### config.mk
export PLATFORM = sky130hd
export DESIGN_NAME = node_host_link
export DESIGN_NICKNAME = d
export VERILOG_FILES = /design/src/verilog/node_link_pkg.sv /design/src/verilog/node_host_link.sv /design/src/verilog/serial_frame_tx.sv
export SDC_FILE = /design/constraint.sdc
export NUM_CORES = 1
export LEC_CHECK = 0
export BUFFER_PORTS_ARGS = -buffer_cell sky130_fd_sc_hd__buf_4
export CORE_UTILIZATION = 60
export DETAILED_ROUTE_END_ITERATION = 12
export GPL_TIMING_DRIVEN = 0
export PLACE_DENSITY = 0.78
export SYNTH_ARGS = -nofsm -noshare
export SYNTH_HDL_FRONTEND = slang
export SYNTH_SLANG_ARGS = --single-unit
### constraint.sdc
create_clock -name clock_i -period 11.7 [get_ports clock_i]
set_input_delay 0.585 -clock clock_i [delete_from_list [all_inputs] [get_ports clock_i]]
set_output_delay 0.585 -clock clock_i [all_outputs]
set_load 0.03 [all_outputs]
### src/verilog/node_link_pkg.sv
// Shared constants, carriers and state codes for the host serial link
package node_link_pkg;
   // Clock and serial framing
   localparam int unsigned CLOCK_HZ        = 40_000_000;
   localparam int unsigned CLOCK_PERIOD_NS = 25;
   localparam int unsigned BAUD_HZ         = 115_200;
   localparam logic [15:0] BIT_CYCLES      = 16'(CLOCK_HZ / BAUD_HZ);
   localparam logic [15:0] HALF_BIT_CYCLES = 16'(CLOCK_HZ / BAUD_HZ / 2);
   localparam logic [3:0]  FRAME_LAST_BIT  = 4'h9;
   localparam logic [3:0]  STOP_BIT_INDEX  = 4'h9;

   // Timing limits in their own units
   localparam int unsigned GAP_MS          = 100;
   localparam int unsigned GAP_CYCLES      = CLOCK_HZ / 1000 * GAP_MS;
   localparam int unsigned US_NS           = 1000;
   localparam logic [5:0]  CYCLES_PER_US   = 6'(US_NS / CLOCK_PERIOD_NS);

   // Time packet: four bytes, most significant first
   localparam logic [1:0]  TIME_LAST_BYTE  = 2'h3;

   // Idle levels of the host strobes, used as reset values of the edge trackers
   localparam logic        TS_IDLE         = 1'b1;
   localparam logic        DOZE_IDLE       = 1'b1;
   localparam logic        RADIO_IDLE      = 1'b0;

   typedef struct packed {
      logic send_request_n;       // Host wants to send a packet, low active
      logic receive_clear_n;      // Host ready to take node bytes, low active
      logic timestamp_request_n;  // Time strobe, rising edge requests
      logic doze_request_n;       // Doze strobe, falling edge requests
      logic radio_disable;        // Radio strobe, rising edge requests
   } host_pins_t;

   typedef struct packed {
      logic       last;           // Final byte of the packet
      logic [7:0] data;
   } link_byte_t;

   typedef enum logic [3:0] {
      TX_IDLE  = 4'h1,
      TX_WAIT  = 4'h2,
      TX_SHIFT = 4'h4,
      TX_SPARE = 4'h8
   } tx_state_t;

   typedef enum logic [1:0] {
      RX_IDLE = 2'h1,
      RX_BITS = 2'h2
   } rx_state_t;
endpackage : node_link_pkg

### src/verilog/node_host_link.sv
// Node side of the host serial handshake, time packet and host strobes
//
// Overview of operation
// RL1 - Receive tolerates two percent, transmit within one
// RL2 - Receive clear follows host request within 22 ms
// RL3 - Host starts first byte within 20 ms
// RL4 - Host drops request within 22 ms after packet
// RL5 - Host answers node request within 22 ms
// RL6 - Node starts byte within two bit periods
// RL7 - Node drops request within one bit after packet
// RL8 - Clear may drop anytime; started byte completes
// RL9 - Packet-gap mode leaves 100 ms between packets
// RL10 - Host holds time strobe until packet received
// RL11 - Time packet sent within 100 ms of strobe
// RL12 - Reported time has one microsecond resolution
// RL13 - Doze within 20 ms of doze strobe fall
// RL14 - Radio off within 20 ms of strobe rise
// RL15 - Handshake request and clear lines are active low
module node_host_link #(
   parameter int unsigned GAP_CYCLES_P = node_link_pkg::GAP_CYCLES  // Inter-packet gap
) (
   input  wire logic                     clock_i,                // 40 MHz clock
   input  wire logic                     reset_i,                // Async reset, high
   input  wire node_link_pkg::host_pins_t host_i,                // Host control pins
   input  wire logic                     serial_rx_i,            // Serial data from host
   input  wire logic                     gap_mode_i,             // Packet-gap mode enable
   input  wire node_link_pkg::link_byte_t tx_byte_i,             // Next node byte to send
   input  wire logic                     tx_valid_i,             // tx_byte_i is valid
   output logic                          tx_take_o,              // Pulse: tx_byte_i taken
   output logic [7:0]                    rx_data_o,              // Received byte
   output logic                          rx_valid_o,             // Pulse: rx_data_o new
   output logic                          serial_tx_o,            // Serial data to host
   output logic                          node_receive_clear_n_o, // Node ready to receive
   output logic                          node_send_request_n_o,  // Node has a packet
   output logic                          doze_o,                 // Node in doze state
   output logic                          radio_off_o             // Radio switched off
);
   node_link_pkg::tx_state_t tx_state_q;
   node_link_pkg::rx_state_t rx_state_q;
   logic [21:0] gap_q;
   logic        ts_prev_q;
   logic        doze_prev_q;
   logic        radio_prev_q;
   logic [5:0]  pre_q;
   logic [31:0] us_q;
   logic [31:0] time_word_q;
   logic        time_pend_q;
   logic        sel_time_q;
   logic        last_q;
   logic [1:0]  byte_idx_q;
   logic        tx_busy;
   logic        tx_done;
   logic [15:0] rx_cnt_q;
   logic [3:0]  rx_bits_q;
   logic [7:0]  rx_shift_q;

   // Edge detection and decode
   wire         gap_open   = (gap_q == 22'h000000);
   wire         ts_rise    = !ts_prev_q && host_i.timestamp_request_n;
   wire         doze_fall  = doze_prev_q && !host_i.doze_request_n;
   wire         doze_rise  = !doze_prev_q && host_i.doze_request_n;
   wire         radio_rise = !radio_prev_q && host_i.radio_disable;
   wire         radio_fall = radio_prev_q && !host_i.radio_disable;
   wire         host_clear = !host_i.receive_clear_n;                // RL15
   wire         time_busy  = sel_time_q && (tx_state_q != node_link_pkg::TX_IDLE);
   wire [31:0]  time_shift = time_word_q >> {~byte_idx_q, 3'h0};
   wire [7:0]   cur_data   = sel_time_q ? time_shift[7:0] : tx_byte_i.data;
   wire         cur_last   = sel_time_q ? (byte_idx_q == node_link_pkg::TIME_LAST_BYTE)
                                        : tx_byte_i.last;
   wire         have_byte  = sel_time_q || tx_valid_i;
   wire         tx_start   = (tx_state_q == node_link_pkg::TX_WAIT) && host_clear && have_byte;
   // Last flag is held from the byte's start; the user may already show the next byte
   wire         tx_pkt_end = tx_done && last_q;
   wire         rx_pkt_end = host_i.send_request_n && !node_receive_clear_n_o;
   wire         rx_bit_end = (rx_state_q == node_link_pkg::RX_BITS) && (rx_cnt_q == 16'h0000);
   wire         prescale_end = (pre_q == node_link_pkg::CYCLES_PER_US - 6'h01);

   // Serializer for node bytes
   serial_frame_tx u_frame_tx (
      .clock_i (clock_i),
      .reset_i (reset_i),
      .start_i (tx_start),
      .data_i  (cur_data),
      .line_o  (serial_tx_o),
      .busy_o  (tx_busy),
      .done_o  (tx_done)
   );

   // Strobe trackers and host-requested power states
   always_ff @(posedge clock_i or posedge reset_i) begin
      if (reset_i) begin
         ts_prev_q    <= node_link_pkg::TS_IDLE;
         doze_prev_q  <= node_link_pkg::DOZE_IDLE;
         radio_prev_q <= node_link_pkg::RADIO_IDLE;
         doze_o       <= 1'b0;
         radio_off_o  <= 1'b0;
      end else begin
         ts_prev_q    <= host_i.timestamp_request_n;
         doze_prev_q  <= host_i.doze_request_n;
         radio_prev_q <= host_i.radio_disable;
         if (doze_fall) doze_o <= 1'b1;          // RL13
         else if (doze_rise) doze_o <= 1'b0;
         if (radio_rise) radio_off_o <= 1'b1;    // RL14
         else if (radio_fall) radio_off_o <= 1'b0;
      end
   end

   // Microsecond time base and time capture on the strobe's rising edge
   always_ff @(posedge clock_i or posedge reset_i) begin
      if (reset_i) begin
         pre_q       <= 6'h00;
         us_q        <= 32'h00000000;
         time_word_q <= 32'h00000000;
         time_pend_q <= 1'b0;
      end else begin
         pre_q <= prescale_end ? 6'h00 : pre_q + 6'h01;
         if (prescale_end) us_q <= us_q + 32'h00000001;               // RL12
         if (sel_time_q && tx_pkt_end) time_pend_q <= 1'b0;
         if (ts_rise && !time_busy) begin                              // RL11
            time_word_q <= us_q;
            time_pend_q <= 1'b1;
         end
      end
   end

   // Inter-packet gap, restarted at the end of a packet either way
   always_ff @(posedge clock_i or posedge reset_i) begin
      if (reset_i) begin
         gap_q <= 22'h000000;
      end else if (gap_mode_i && (tx_pkt_end || rx_pkt_end)) begin
         gap_q <= 22'(GAP_CYCLES_P - 1);                              // RL9
      end else if (!gap_open) begin
         gap_q <= gap_q - 22'h000001;
      end
   end

   // Receive clear tracks the host request; asserted only once the gap is over
   always_ff @(posedge clock_i or posedge reset_i) begin
      if (reset_i) begin
         node_receive_clear_n_o <= 1'b1;
      end else if (host_i.send_request_n) begin
         node_receive_clear_n_o <= 1'b1;                               // RL2
      end else if (gap_open) begin
         node_receive_clear_n_o <= 1'b0;                               // RL2
      end
   end

   // Transmit sequencer: request, wait for clear per byte, finish each byte
   always_ff @(posedge clock_i or posedge reset_i) begin
      if (reset_i) begin
         tx_state_q            <= node_link_pkg::TX_IDLE;
         node_send_request_n_o <= 1'b1;
         sel_time_q            <= 1'b0;
         byte_idx_q            <= 2'h0;
         tx_take_o             <= 1'b0;
         last_q                <= 1'b0;
      end else begin
         tx_take_o <= tx_start && !sel_time_q;
         case (tx_state_q)
            node_link_pkg::TX_IDLE: begin
               if (gap_open && (time_pend_q || tx_valid_i)) begin
                  node_send_request_n_o <= 1'b0;                       // RL15
                  sel_time_q            <= time_pend_q;
                  byte_idx_q            <= 2'h0;
                  tx_state_q            <= node_link_pkg::TX_WAIT;
               end
            end
            node_link_pkg::TX_WAIT: begin
               if (tx_start) begin
                  tx_state_q <= node_link_pkg::TX_SHIFT;               // RL6
                  last_q     <= cur_last;                              // RL7
               end
            end
            node_link_pkg::TX_SHIFT: begin
               if (tx_pkt_end) begin
                  node_send_request_n_o <= 1'b1;                       // RL7
                  tx_state_q            <= node_link_pkg::TX_IDLE;
               end else if (tx_done) begin
                  byte_idx_q <= byte_idx_q + 2'h1;
                  tx_state_q <= node_link_pkg::TX_WAIT;                // RL8
               end
            end
            default: begin
               node_send_request_n_o <= 1'b1;
               tx_state_q            <= node_link_pkg::TX_IDLE;
            end
         endcase
      end
   end

   // Receiver: half-bit start check, then mid-bit samples keep two percent margin
   always_ff @(posedge clock_i or posedge reset_i) begin
      if (reset_i) begin
         rx_state_q <= node_link_pkg::RX_IDLE;
         rx_cnt_q   <= 16'h0000;
         rx_bits_q  <= 4'h0;
         rx_shift_q <= 8'h00;
         rx_data_o  <= 8'h00;
         rx_valid_o <= 1'b0;
      end else begin
         rx_valid_o <= 1'b0;
         case (rx_state_q)
            node_link_pkg::RX_IDLE: begin
               if (!serial_rx_i) begin
                  rx_state_q <= node_link_pkg::RX_BITS;
                  rx_cnt_q   <= node_link_pkg::HALF_BIT_CYCLES;        // RL1
                  rx_bits_q  <= 4'h0;
               end
            end
            node_link_pkg::RX_BITS: begin
               if (!rx_bit_end) begin
                  rx_cnt_q <= rx_cnt_q - 16'h0001;
               end else if (rx_bits_q == 4'h0 && serial_rx_i) begin
                  rx_state_q <= node_link_pkg::RX_IDLE;  // Glitch, not a start bit
               end else if (rx_bits_q == node_link_pkg::STOP_BIT_INDEX) begin
                  rx_state_q <= node_link_pkg::RX_IDLE;
                  rx_data_o  <= rx_shift_q;
                  rx_valid_o <= serial_rx_i;             // Framing error drops byte
               end else begin
                  if (rx_bits_q != 4'h0) rx_shift_q <= {serial_rx_i, rx_shift_q[7:1]};
                  rx_bits_q <= rx_bits_q + 4'h1;
                  rx_cnt_q  <= node_link_pkg::BIT_CYCLES - 16'h0001;
               end
            end
            default: rx_state_q <= node_link_pkg::RX_IDLE;
         endcase
      end
   end
endmodule : node_host_link

### src/verilog/serial_frame_tx.sv
// One-byte serializer: start bit, eight data bits LSB first, stop bit
module serial_frame_tx (
   input  wire logic       clock_i,  // 40 MHz clock
   input  wire logic       reset_i,  // Async reset, high
   input  wire logic       start_i,  // Begin a frame when idle
   input  wire logic [7:0] data_i,   // Byte to send
   output logic            line_o,   // Serial line, idle high
   output logic            busy_o,   // Frame in flight
   output logic            done_o    // Pulse at end of stop bit
);
   logic [9:0]  frame_q;
   logic [3:0]  bits_q;
   logic [15:0] cnt_q;
   wire         bit_end = busy_o && (cnt_q == 16'h0000);

   // Bit timer from the integer divisor keeps the rate well inside one percent
   always_ff @(posedge clock_i or posedge reset_i) begin
      if (reset_i) begin
         frame_q <= 10'h3FF;
         bits_q  <= 4'h0;
         cnt_q   <= 16'h0000;
         line_o  <= 1'b1;
         busy_o  <= 1'b0;
         done_o  <= 1'b0;
      end else begin
         done_o <= 1'b0;
         if (start_i && !busy_o) begin
            frame_q <= {1'b1, data_i, 1'b0};
            line_o  <= 1'b0;
            busy_o  <= 1'b1;
            bits_q  <= node_link_pkg::FRAME_LAST_BIT;
            cnt_q   <= node_link_pkg::BIT_CYCLES - 16'h0001; // RL1
         end else if (bit_end && bits_q == 4'h0) begin
            busy_o <= 1'b0;
            done_o <= 1'b1;
            line_o <= 1'b1;
         end else if (bit_end) begin
            frame_q <= {1'b1, frame_q[9:1]};
            line_o  <= frame_q[1];
            bits_q  <= bits_q - 4'h1;
            cnt_q   <= node_link_pkg::BIT_CYCLES - 16'h0001;
         end else if (busy_o) begin
            cnt_q <= cnt_q - 16'h0001;
         end
      end
   end
endmodule : serial_frame_tx
Word level (Yosys, flattened, before mapping)

Cells that the tools add are included.

Flip-flop bits (word level): 181
Latch bits: 0
Bits in writable memories: 0
Bits in read-only memories: 0
Input bits: 19
Output and inout bits: 15
Logic and storage cells: 188
Memories kept: 0

Add/sub/neg operators: 8
$mul: 0
Divide/modulo/power cells: 0
$lt $le $gt $ge: 0
Eq/ne operators: 24
Shifts and indexed selects: 1
Mux-type cells: 61
Bitwise operators: 4
Reduce and logical (&&, ||, !) cells: 61

Operator list:

| operator                                                             | count |
|---|---|
| 16-bit two-way mux                                                   | 8 |
| 22-bit two-way mux                                                   | 2 |
| 4-bit two-way mux                                                    | 11 |
| 32-bit by 1-bit adder with 32-bit output, second input constant      | 1 |
| 16-bit logical NOT                                                   | 2 |
| 16-bit one-hot mux with 2 select lines                               | 1 |
| 32-bit by 5-bit >> shifter with 8-bit output                         | 1 |
| 16-bit by 1-bit subtractor with 16-bit output, second input constant | 2 |
| 10-bit two-way mux                                                   | 3 |
| 22-bit logical NOT                                                   | 1 |
| 1-bit two-way mux                                                    | 22 |
| 22-bit by 1-bit subtractor with 22-bit output, second input constant | 1 |
| 1-bit logical AND                                                    | 20 |
| 2-bit != test, second input constant                                 | 8 |
| 2-bit nonzero test                                                   | 8 |
| 2-bit two-way mux                                                    | 7 |
| 4-bit one-hot mux with 3 select lines                                | 1 |
| 4-bit AND reduction                                                  | 3 |
| 1-bit logical NOT                                                    | 10 |
| 5-bit AND reduction                                                  | 2 |
| 3-bit AND reduction                                                  | 3 |
| 4-bit logical NOT                                                    | 2 |
| 8-bit two-way mux                                                    | 1 |
| 2-bit one-hot mux with 2 select lines                                | 2 |
| other kinds (25)                                                     | 37 |

Longest topological paths before layout

Gate-level depths: netlist of the first run.

Word-level depth: 6
Mapped depth: 10

Cells and area by module

A second synthesis of the first run with hierarchy kept.

Cell total of the unflattened synthesis: 800
Area, all modules: 8780.9 µm²

Modules (own cells, without submodules):

| module          | instances | cells each | area each (µm²) | seq. area each (µm²) |
|---|---|---|---|---|
| node_host_link  | 1         | 622        | 7138.1          | 3686.0 |
| serial_frame_tx | 1         | 178        | 1642.8          | 787.0 |

Least setup slack after synthesis of the first run

OpenSTA, ideal clock, no wires.

Path kind: reg2reg
Start: register rx_cnt_q[0]
End: register rx_shift_q[0]
Setup time: 125 ps
Arrival time: 2301 ps
Required time: 11575 ps
Slack: 9274 ps
Cell stages (with the launch flop): 10
Clock period less this slack: 2426 ps
Cells stage by stage: dfrtp_1 > inv_1 > ha_1 > or3b_1 > buf_6 > or4_4 > buf_6 > nor2_8 > o211ai_4 > mux2_4

Word-level cells in the longest chain between the ends: 3

RTL lines:

| item                                 | RTL line              | text |
|---|---|---|
| start: declaration                   | node_host_link.sv:53  | `logic [15:0] rx_cnt_q;` |
| start signal: assignment             | node_host_link.sv:206 | `rx_cnt_q <= node_link_pkg::HALF_BIT_CYCLES;` |
| start signal: assignment             | node_host_link.sv:212 | `rx_cnt_q <= rx_cnt_q - 16'h0001;` |
| start signal: assignment             | node_host_link.sv:222 | `rx_cnt_q <= node_link_pkg::BIT_CYCLES - 16'h0001;` |
| 16-bit logical NOT                   | node_host_link.sv:75  | `wire rx_bit_end = (rx_state_q == node_link_pkg::RX_BITS) && (rx_cnt_q == 16'h0000);` |
| 1-bit logical AND                    | node_host_link.sv:75  |  |
| 5-bit AND reduction (no source line) | n/a                   |  |
| end signal: assignment               | node_host_link.sv:220 | `if (rx_bits_q != 4'h0) rx_shift_q <= {serial_rx_i, rx_shift_q[7:1]};` |
| end: declaration                     | node_host_link.sv:55  | `logic [7:0] rx_shift_q;` |

Every way passes these cells.
A chain may end at the register's enable or synchronous reset.

Worst setup path after layout of the first run

Start: register pre_q[0]
End: register us_q[22]

Word-level cells in the longest chain between the ends: 1

RTL lines:

| item                     | RTL line              | text |
|---|---|---|
| start: declaration       | node_host_link.sv:44  | `logic [5:0] pre_q;` |
| start signal: assignment | node_host_link.sv:116 | `pre_q <= prescale_end ? 6'h00 : pre_q + 6'h01;` |
| 6-bit equality test      | node_host_link.sv:76  | `wire prescale_end = (pre_q == node_link_pkg::CYCLES_PER_US - 6'h01);` |
| end signal: assignment   | node_host_link.sv:117 | `if (prescale_end) us_q <= us_q + 32'h00000001;` |
| end: declaration         | node_host_link.sv:45  | `logic [31:0] us_q;` |

Every way passes these cells.

==> results of run 1 <==
## worst paths after layout
kind	slack, ps	depth (start not counted)	endpoint	start
min	260	2	rx_data_o[4]	reset_i
max reg2reg	8850	6	us_q[22]	pre_q[0]
min reg2reg	470	2	u_frame_tx.frame_q[4]	u_frame_tx.frame_q[4]
min in group clock_i	260	1	ts_prev_q	host_i[2]
max in group asynchronous	10580	3	node_send_request_n_o	reset_i
max	8850	6	us_q[22]	pre_q[0]
## routing by layer
| layer | share of wire (%) | routed length, um | vias up |
|---|---|---|---|
| met2 | 49 | 8893 | 134 |
| met5 | 0 | 0 | - |
| li1 | - | - | 3043 |
| met1 | 45 | 8190 | 3211 |
| met4 | 1.5 | 271 | 0 |
| met3 | 3.8 | 692 | 23 |
## power breakdown
| part | total [uW] | switching, uW | internal (uW) |
|---|---|---|---|
| registers | 731 | 55.2 | 676 |
| logic | 316 | 189 | 127 |
| clock network | 624 | 239 | 385 |
## cells by family (layout without fill, tap and decap cells)
family / after synthesis / in the layout
simple gates: 291 / 291
flops: 178 / 178
compound gates: 140 / 140
mux: 65 / 65
buf+inv: 61 / 127
xor+xnor: 56 / 56
fa+ha+maj: 15 / 15
## cells in the mapped netlist, drive strengths merged (14+ instances only)
master and count:
a21oi 34, clkbuf 18, dfrtp 163, dfstp 15, ha 15, inv 32
mux2 51, nand2 60, nand3 37, nand4 14, nor2 48, nor3 20
nor4 16, o21ai 33, o31ai 22, or3 19, or4 17, xnor2 33
xor2 23
## through the flow
stage | setup WS (ps) | area, um2 | instances
after global routing | 8602 | 10020 | 1056
after global placement | 4578 | 9338 | 1023
after floorplan | 6310 | 8860 | 806
final | 8846 | 10020 | 1056
after detailed placement | 8904 | 9373 | 1024
after CTS | 8864 | 10020 | 1056
## sequential cells by signal, summed over array words and instances, names as in the netlist, 8 cells and up
name	flops
time_word_q	32
u_frame_tx.frame_q	8
gap_q	22
us_q	32
rx_data_o	8
rx_shift_q	8
rx_cnt_q	16
u_frame_tx.cnt_q	16
## layout make-up
cell class	instances	area share (%)
clock inverter	13	2.072
sequential	178	44.63
inverter	32	1.273
clock buffer	19	4.419
multi-input combinational	567	41.12
tap	184	2.297
buffer	29	1.448
timing repair buffer	34	2.746
## worst register-to-register path, cell delays in order (launching register included)
cell and delay, ps:
dfrtp_1 380, ha_1 220, nor3b_2 270, nand3_1 280, nor4_1 1140, nand4_1 260
xnor2_1 190
==> results.toml, run 1 <==
[outcome]
status = "complete, no violations"

[yosys]
netlist_cell_types = 74
ys_seq_area_share_pct = 50.49
synth.ff_latch_count = 178
synthArstFlopShare_pct = 100.0
synthAdderAreaFrac_pct = 2.118
synth-xor-area-share_pct = 5.536
synth_area_per_cell_um2 = 10.99
synthSimpleGateAreaFrac_pct = 18.54
synth_top_family_by_area = "simple AND/OR/NAND/NOR gates"
synth.area.top_cells = "dfrtp_1, dfstp_2, mux2_2"
synth.net_count = 840
number_of_enable_flip_flop_cells_after_synthesis = 0
ys_dominant_reg_cell = "dfrtp_1"
post_synth_mux_area_share_pct = 9.871
post_synth_inst_count = 806
synth.top_cell.area_share_pct = 46.04
synth_compound_gate_area_share_pct = 10.45
yosysTopAreaCell = "dfrtp_1"
syn-cell-area_um2 = 8860
synth.yosys.warnings = 0

[placed_design]
numPortBuffers = 33
hpwl_um = 12640
placer_s_final_routability_congestion_estimate = 0.8634

[route]
wire_per_inst_um = 17.09
routed-via-count = 6411
drc = 0
drt_iter0_markers = 528
avgViaCountPerCell = 6.071
first_pass_iters = 5
routed_wirelength_um = 18050
drt.antenna.violating_nets = 0

[finish]
drive_above_1_share_pct = 20.18
n_fill_cell = 1044
antenna-diode-count = 0
finish.net_count = 893
most-common-layout-cells = "dfrtp_1, nand2_1, nor2_1"
area.growth.synth_to_final_pct = 13.13
layout.cells.most_common = "dfrtp_1"
multi_input_area_um2 = 4121
sequential_cell_area_um2 = 4473
post-route-util_pct = 69.23

[sta]
tightest_slew_ps = 1296
rsz0062_at_grt = "no"
hold_viol = 0
timing.setup.tns_ps = 0
achievable-frequency_mhz = 350.4
final.min_clock_period_ps = 2854
finalSetupViolCount = 0
report.final.slew_viol_count = 0
timing.max_slew.rel_slack_pct = 12.82
finalClockSkew_ps = 8.522
final_min_period_over_clock_period_pct = 24.39
tightest_hold_margin_ps = 260.8

[die]
rows = 44
dieWidth_um = 123.5
core_ar_um2 = 14480
initial_core_util_pct = 61.19
design.die.area_um2 = 15260
num_io_pins = 34
floorplan.die.height_um = 123.5

[grt]
grt_antenna_before_repair = 0
grt_pass1_vias = 6176
globalRouteMet2Util_pct = 41.66
grt_most_used_layer = "met2"
groute.layer.met3.usage_pct = 5.627
groute.usage.overall_pct = 25.72
grt_max_degree = 101
grt_pass1_wl_um = 30130
grtUsageMet1_pct = 34.42
global_route.overflow_total = 0

[flow_run]
max_cap_viol_count = 0

[critical_path]
slowest_delay_ps = 1140
criticalPathCategory = "flip-flop to flip-flop"
worstPathMaxFanout = 7
critical_path.startpoint_type = "flip-flop"
cp_slowest_cell = "nor4_1"
critical_path_buf_inv_count = 0
critPathArrivalTime_ps = 3170
cpLargestDelayFamily = "simple AND/OR/NAND/NOR gates"
critical_path_required_ps = 12020
critical_path.endpoint_type = "flip-flop"
crit_chain = "ha_1, nor3b_2, nand3_1, nor4_1, nand4_1, xnor2_1"

[power]
overall_power_of_the_completed_layout_uw = 1671
vdd_drop_max_uv = 110.2
leakagePower_uw = 0.004428
power-per-cell-area_nw_per_um2 = 166.7

[min_path]
worst_hold_path_type = "input port to asynchronous set/reset pin"

[cts]
insertion_delay_ps = 430
tritoncts.num_buffers = 17
clock_tree.buffer_depth = 2
cts-hold-fix-buffers = 0
post-cts-setup-buffers = 0
ctsResizeCount = 0
worst_setup_hold_path_clk_slew_ps = 70
tritoncts_clock_tree = "built"
cts.root.buffer_cell = "clkbuf_16"
clock_sink_count = 178
htree_num_levels = 4
No activity file was read; power rests on OpenSTA's default activity.
==> inputs of run 2 (changes only) <==
--- a/config.mk
+++ b/config.mk
@@ -5,11 +5,12 @@
 export SDC_FILE = /design/constraint.sdc
 export NUM_CORES = 1
 export LEC_CHECK = 0
+export ABC_AREA = 1
 export BUFFER_PORTS_ARGS = -buffer_cell sky130_fd_sc_hd__buf_4
 export CORE_UTILIZATION = 60
 export DETAILED_ROUTE_END_ITERATION = 12
 export GPL_TIMING_DRIVEN = 0
-export PLACE_DENSITY = 0.78
+export PLACE_DENSITY = 0.77
 export SYNTH_ARGS = -nofsm -noshare
 export SYNTH_HDL_FRONTEND = slang
 export SYNTH_SLANG_ARGS = --single-unit
==> constraint.sdc (replaced) <==
create_clock -name clock_i -period 2.8 [get_ports clock_i]
set_input_delay 0.14 -clock clock_i [delete_from_list [all_inputs] [get_ports clock_i]]
set_output_delay 0.14 -clock clock_i [all_outputs]
set_load 0.03 [all_outputs]
==> run 2 against run 1 <==
Compared with the run above: combinational power rose to 3.4 times the previous value; worst hold slack got worse by 210 ps; final area grew 9.7%; register-to-register slack got worse by 8200 ps; wire length increased by 21%; highest routed layer unchanged.
==> results.toml, run 2 <==
[outcome]
status = "complete, no violations"

[placed_design]
place_area_um2 = 10330
numPortBuffers = 33
hpwl_um = 15880
post-place-ws_ps = 685.6
placer_s_final_routability_congestion_estimate = 0.8988

[route]
drt.antenna.violating_nets = 0
avgViaCountPerCell = 5.341
wire_per_inst_um = 13.74
routed_wirelength_um = 21910
first_pass_iters = 7
drt_iter0_markers = 533
routed-via-count = 8519
drc = 0

[yosys]
yosysTopAreaCell = "dfrtp_1"
post_synth_inst_count = 1303
ys_dominant_reg_cell = "dfrtp_1"
synth.net_count = 1337
synth_area_per_cell_um2 = 7.470
yosysMostFrequentCell = "nand2_1"
synth.top_cell.area_share_pct = 41.91
synth.yosys.warnings = 0
syn-cell-area_um2 = 9733
synth.ff_latch_count = 178
ys_seq_area_share_pct = 45.96
post_synth_most_frequent_cells = "nand2_1, nor2_1, dfrtp_1"
synthArstFlopShare_pct = 100.0
netlist_cell_types = 39
number_of_enable_flip_flop_cells_after_synthesis = 0
synth.area.top_cells = "dfrtp_1, nand2_1, nor2_1"

[finish]
antenna-diode-count = 0
largestRegisters = "time_word_q: 32 flops, us_q: 32 flops, gap_q: 22 flops"
finish.net_count = 1400
finalInstanceArea_um2 = 11000
most-common-layout-cells = "nand2_1, nor2_1, dfrtp_1"
layout.cells.most_common = "nand2_1"
area.growth.synth_to_final_pct = 12.98
drive_above_1_share_pct = 10.44

[cts]
ctsResizeCount = 0
clock_tree.buffer_depth = 2
worst_setup_hold_path_clk_slew_ps = 60
insertion_delay_ps = 440
htree_num_levels = 4
clock_sink_count = 178
tritoncts_clock_tree = "built"
tritoncts.num_buffers = 17
cts.root.buffer_cell = "clkbuf_16"

[critical_path]
cpLargestDelayFamily = "simple AND/OR/NAND/NOR gates"
critical_path.startpoint_type = "flip-flop"
worstPathMaxFanout = 10
criticalPathCategory = "flip-flop to flip-flop"
cp_slowest_cell = "dfrtp_1"
critical_path_required_ps = 3120
crit-reg2reg-launch = "gap_q[0]"
slowest_delay_ps = 360
worst_setup_path_startpoint = "gap_q[0]"
critical_path_buf_inv_count = 3
critical_path.endpoint_type = "flip-flop"
crit_path_most_repeated_cell = "inv_1"
critPathArrivalTime_ps = 2480
crit_chain = "inv_1, ha_1, nand2_1, nor2_4, nand3_2, nor2_4, inv_1, nand2_1, inv_1"

[grt]
grt_max_degree = 42
global_route.overflow_total = 0
groute.usage.overall_pct = 28.26
grt_antenna_before_repair = 0
grt_pass1_wl_um = 37170
grt_pass1_vias = 7996

[sta]
final_critical_path_setup_slack_ps = 645.0
finalSetupViolCount = 0
report.final.slew_viol_count = 0
tightest_hold_margin_ps = 46.00
tightest_slew_ps = 859.0
rsz0062_at_grt = "no"
final_min_period_over_clock_period_pct = 76.96
finalClockSkew_ps = 12.19
final.min_clock_period_ps = 2155
timing.max_slew.rel_slack_pct = 42.61
hold_viol = 0
achievable-frequency_mhz = 464.0

[die]
floorplan.die.height_um = 129.4
dieWidth_um = 129.4
num_io_pins = 34
rows = 46
core_ar_um2 = 15890
initial_core_util_pct = 61.27
design.die.area_um2 = 16740

[power]
overall_power_of_the_completed_layout_uw = 6333
power-per-cell-area_nw_per_um2 = 575.9
leakagePower_uw = 0.005384
vdd_drop_max_uv = 484.0

[min_path]
timing.hold.worst.start = "tx_valid_i"
worst_hold_path_type = "input port to flip-flop"

[flow_run]
max_cap_viol_count = 0
==> run 2: metal layers <==
layer,track usage [%],vias to the layer above,wire (um)
met5,0,-,0
met4,9.758,0,435
met3,4.583,39,924
met2,47.28,181,10610
met1,37.44,4018,9934
li1,-,4281,-
==> run 2: through the flow <==
stage	util, %	setup TNS (ps)	cells
6_report	69.23	0	1595
5_1_grt	69.23	0	1595
4_1_cts	69.23	0	1595
3_5_place_dp	65.06	0	1556
3_3_place_gp	64.56	-111310	1552
2_1_floorplan	-	0	1303
==> run 2: final cells by class <==
class / count / area (um2)
tap: 216 / 270.3
fill: 1383 / 4888
clock buffer: 22 / 494.2
timing repair buffer: 44 / 397.9
inverter: 151 / 570.5
clock inverter: 10 / 97.59
sequential: 178 / 4473
buffer: 34 / 185.2
multi-input combinational: 940 / 4508
==> run 2: report_power, final <==
group,internal (uW),total [uW],switching (uW)
combinational,342,1090,747
sequential,2730,2850,123
clock,1350,2390,1040
total,4420,6330,1910
==> run 2: cells by family (layout without fill, tap and decap cells) <==
logic type               count (synthesis)  in the layout  synth area share [%]
AO/OA/AOI/OAI                          147            147                 8.343
buffers and inverters                  185            261                 7.726
flip-flops                             178            178                 45.96
AND/OR/NAND/NOR                        740            740                 32.57
adder cells (fa/ha/maj)                 15             15                 1.928
multiplexers                             2              2                0.2314
XOR/XNOR                                36             36                 3.239
==> run 2: final timing paths <==
check                                        end  slack, ps  depth (start not counted)
min in group asynchronous             rx_valid_o        430                          3
max in group asynchronous  u_frame_tx.frame_q[4]       1370                          5
min                                tx_state_q[1]         50                          4
max                                    gap_q[21]        650                          9
max reg2reg                            gap_q[21]        650                          9
min reg2reg                             pre_q[0]        460                          1
==> run 2: what timing repair did <==
action	in CTS	in global routing
endpoints found under the hold margin	41	0
setup buffers	0	0
hold buffers	7	0
==> run 2: worst reg2reg max path, cell delays in order (launching register included) <==
cell and delay (ps):
dfrtp_1 360, inv_1 200, ha_1 340, nand2_1 180, nor2_4 190, nand3_2 140
nor2_4 290, inv_1 210, nand2_1 110, inv_1 40
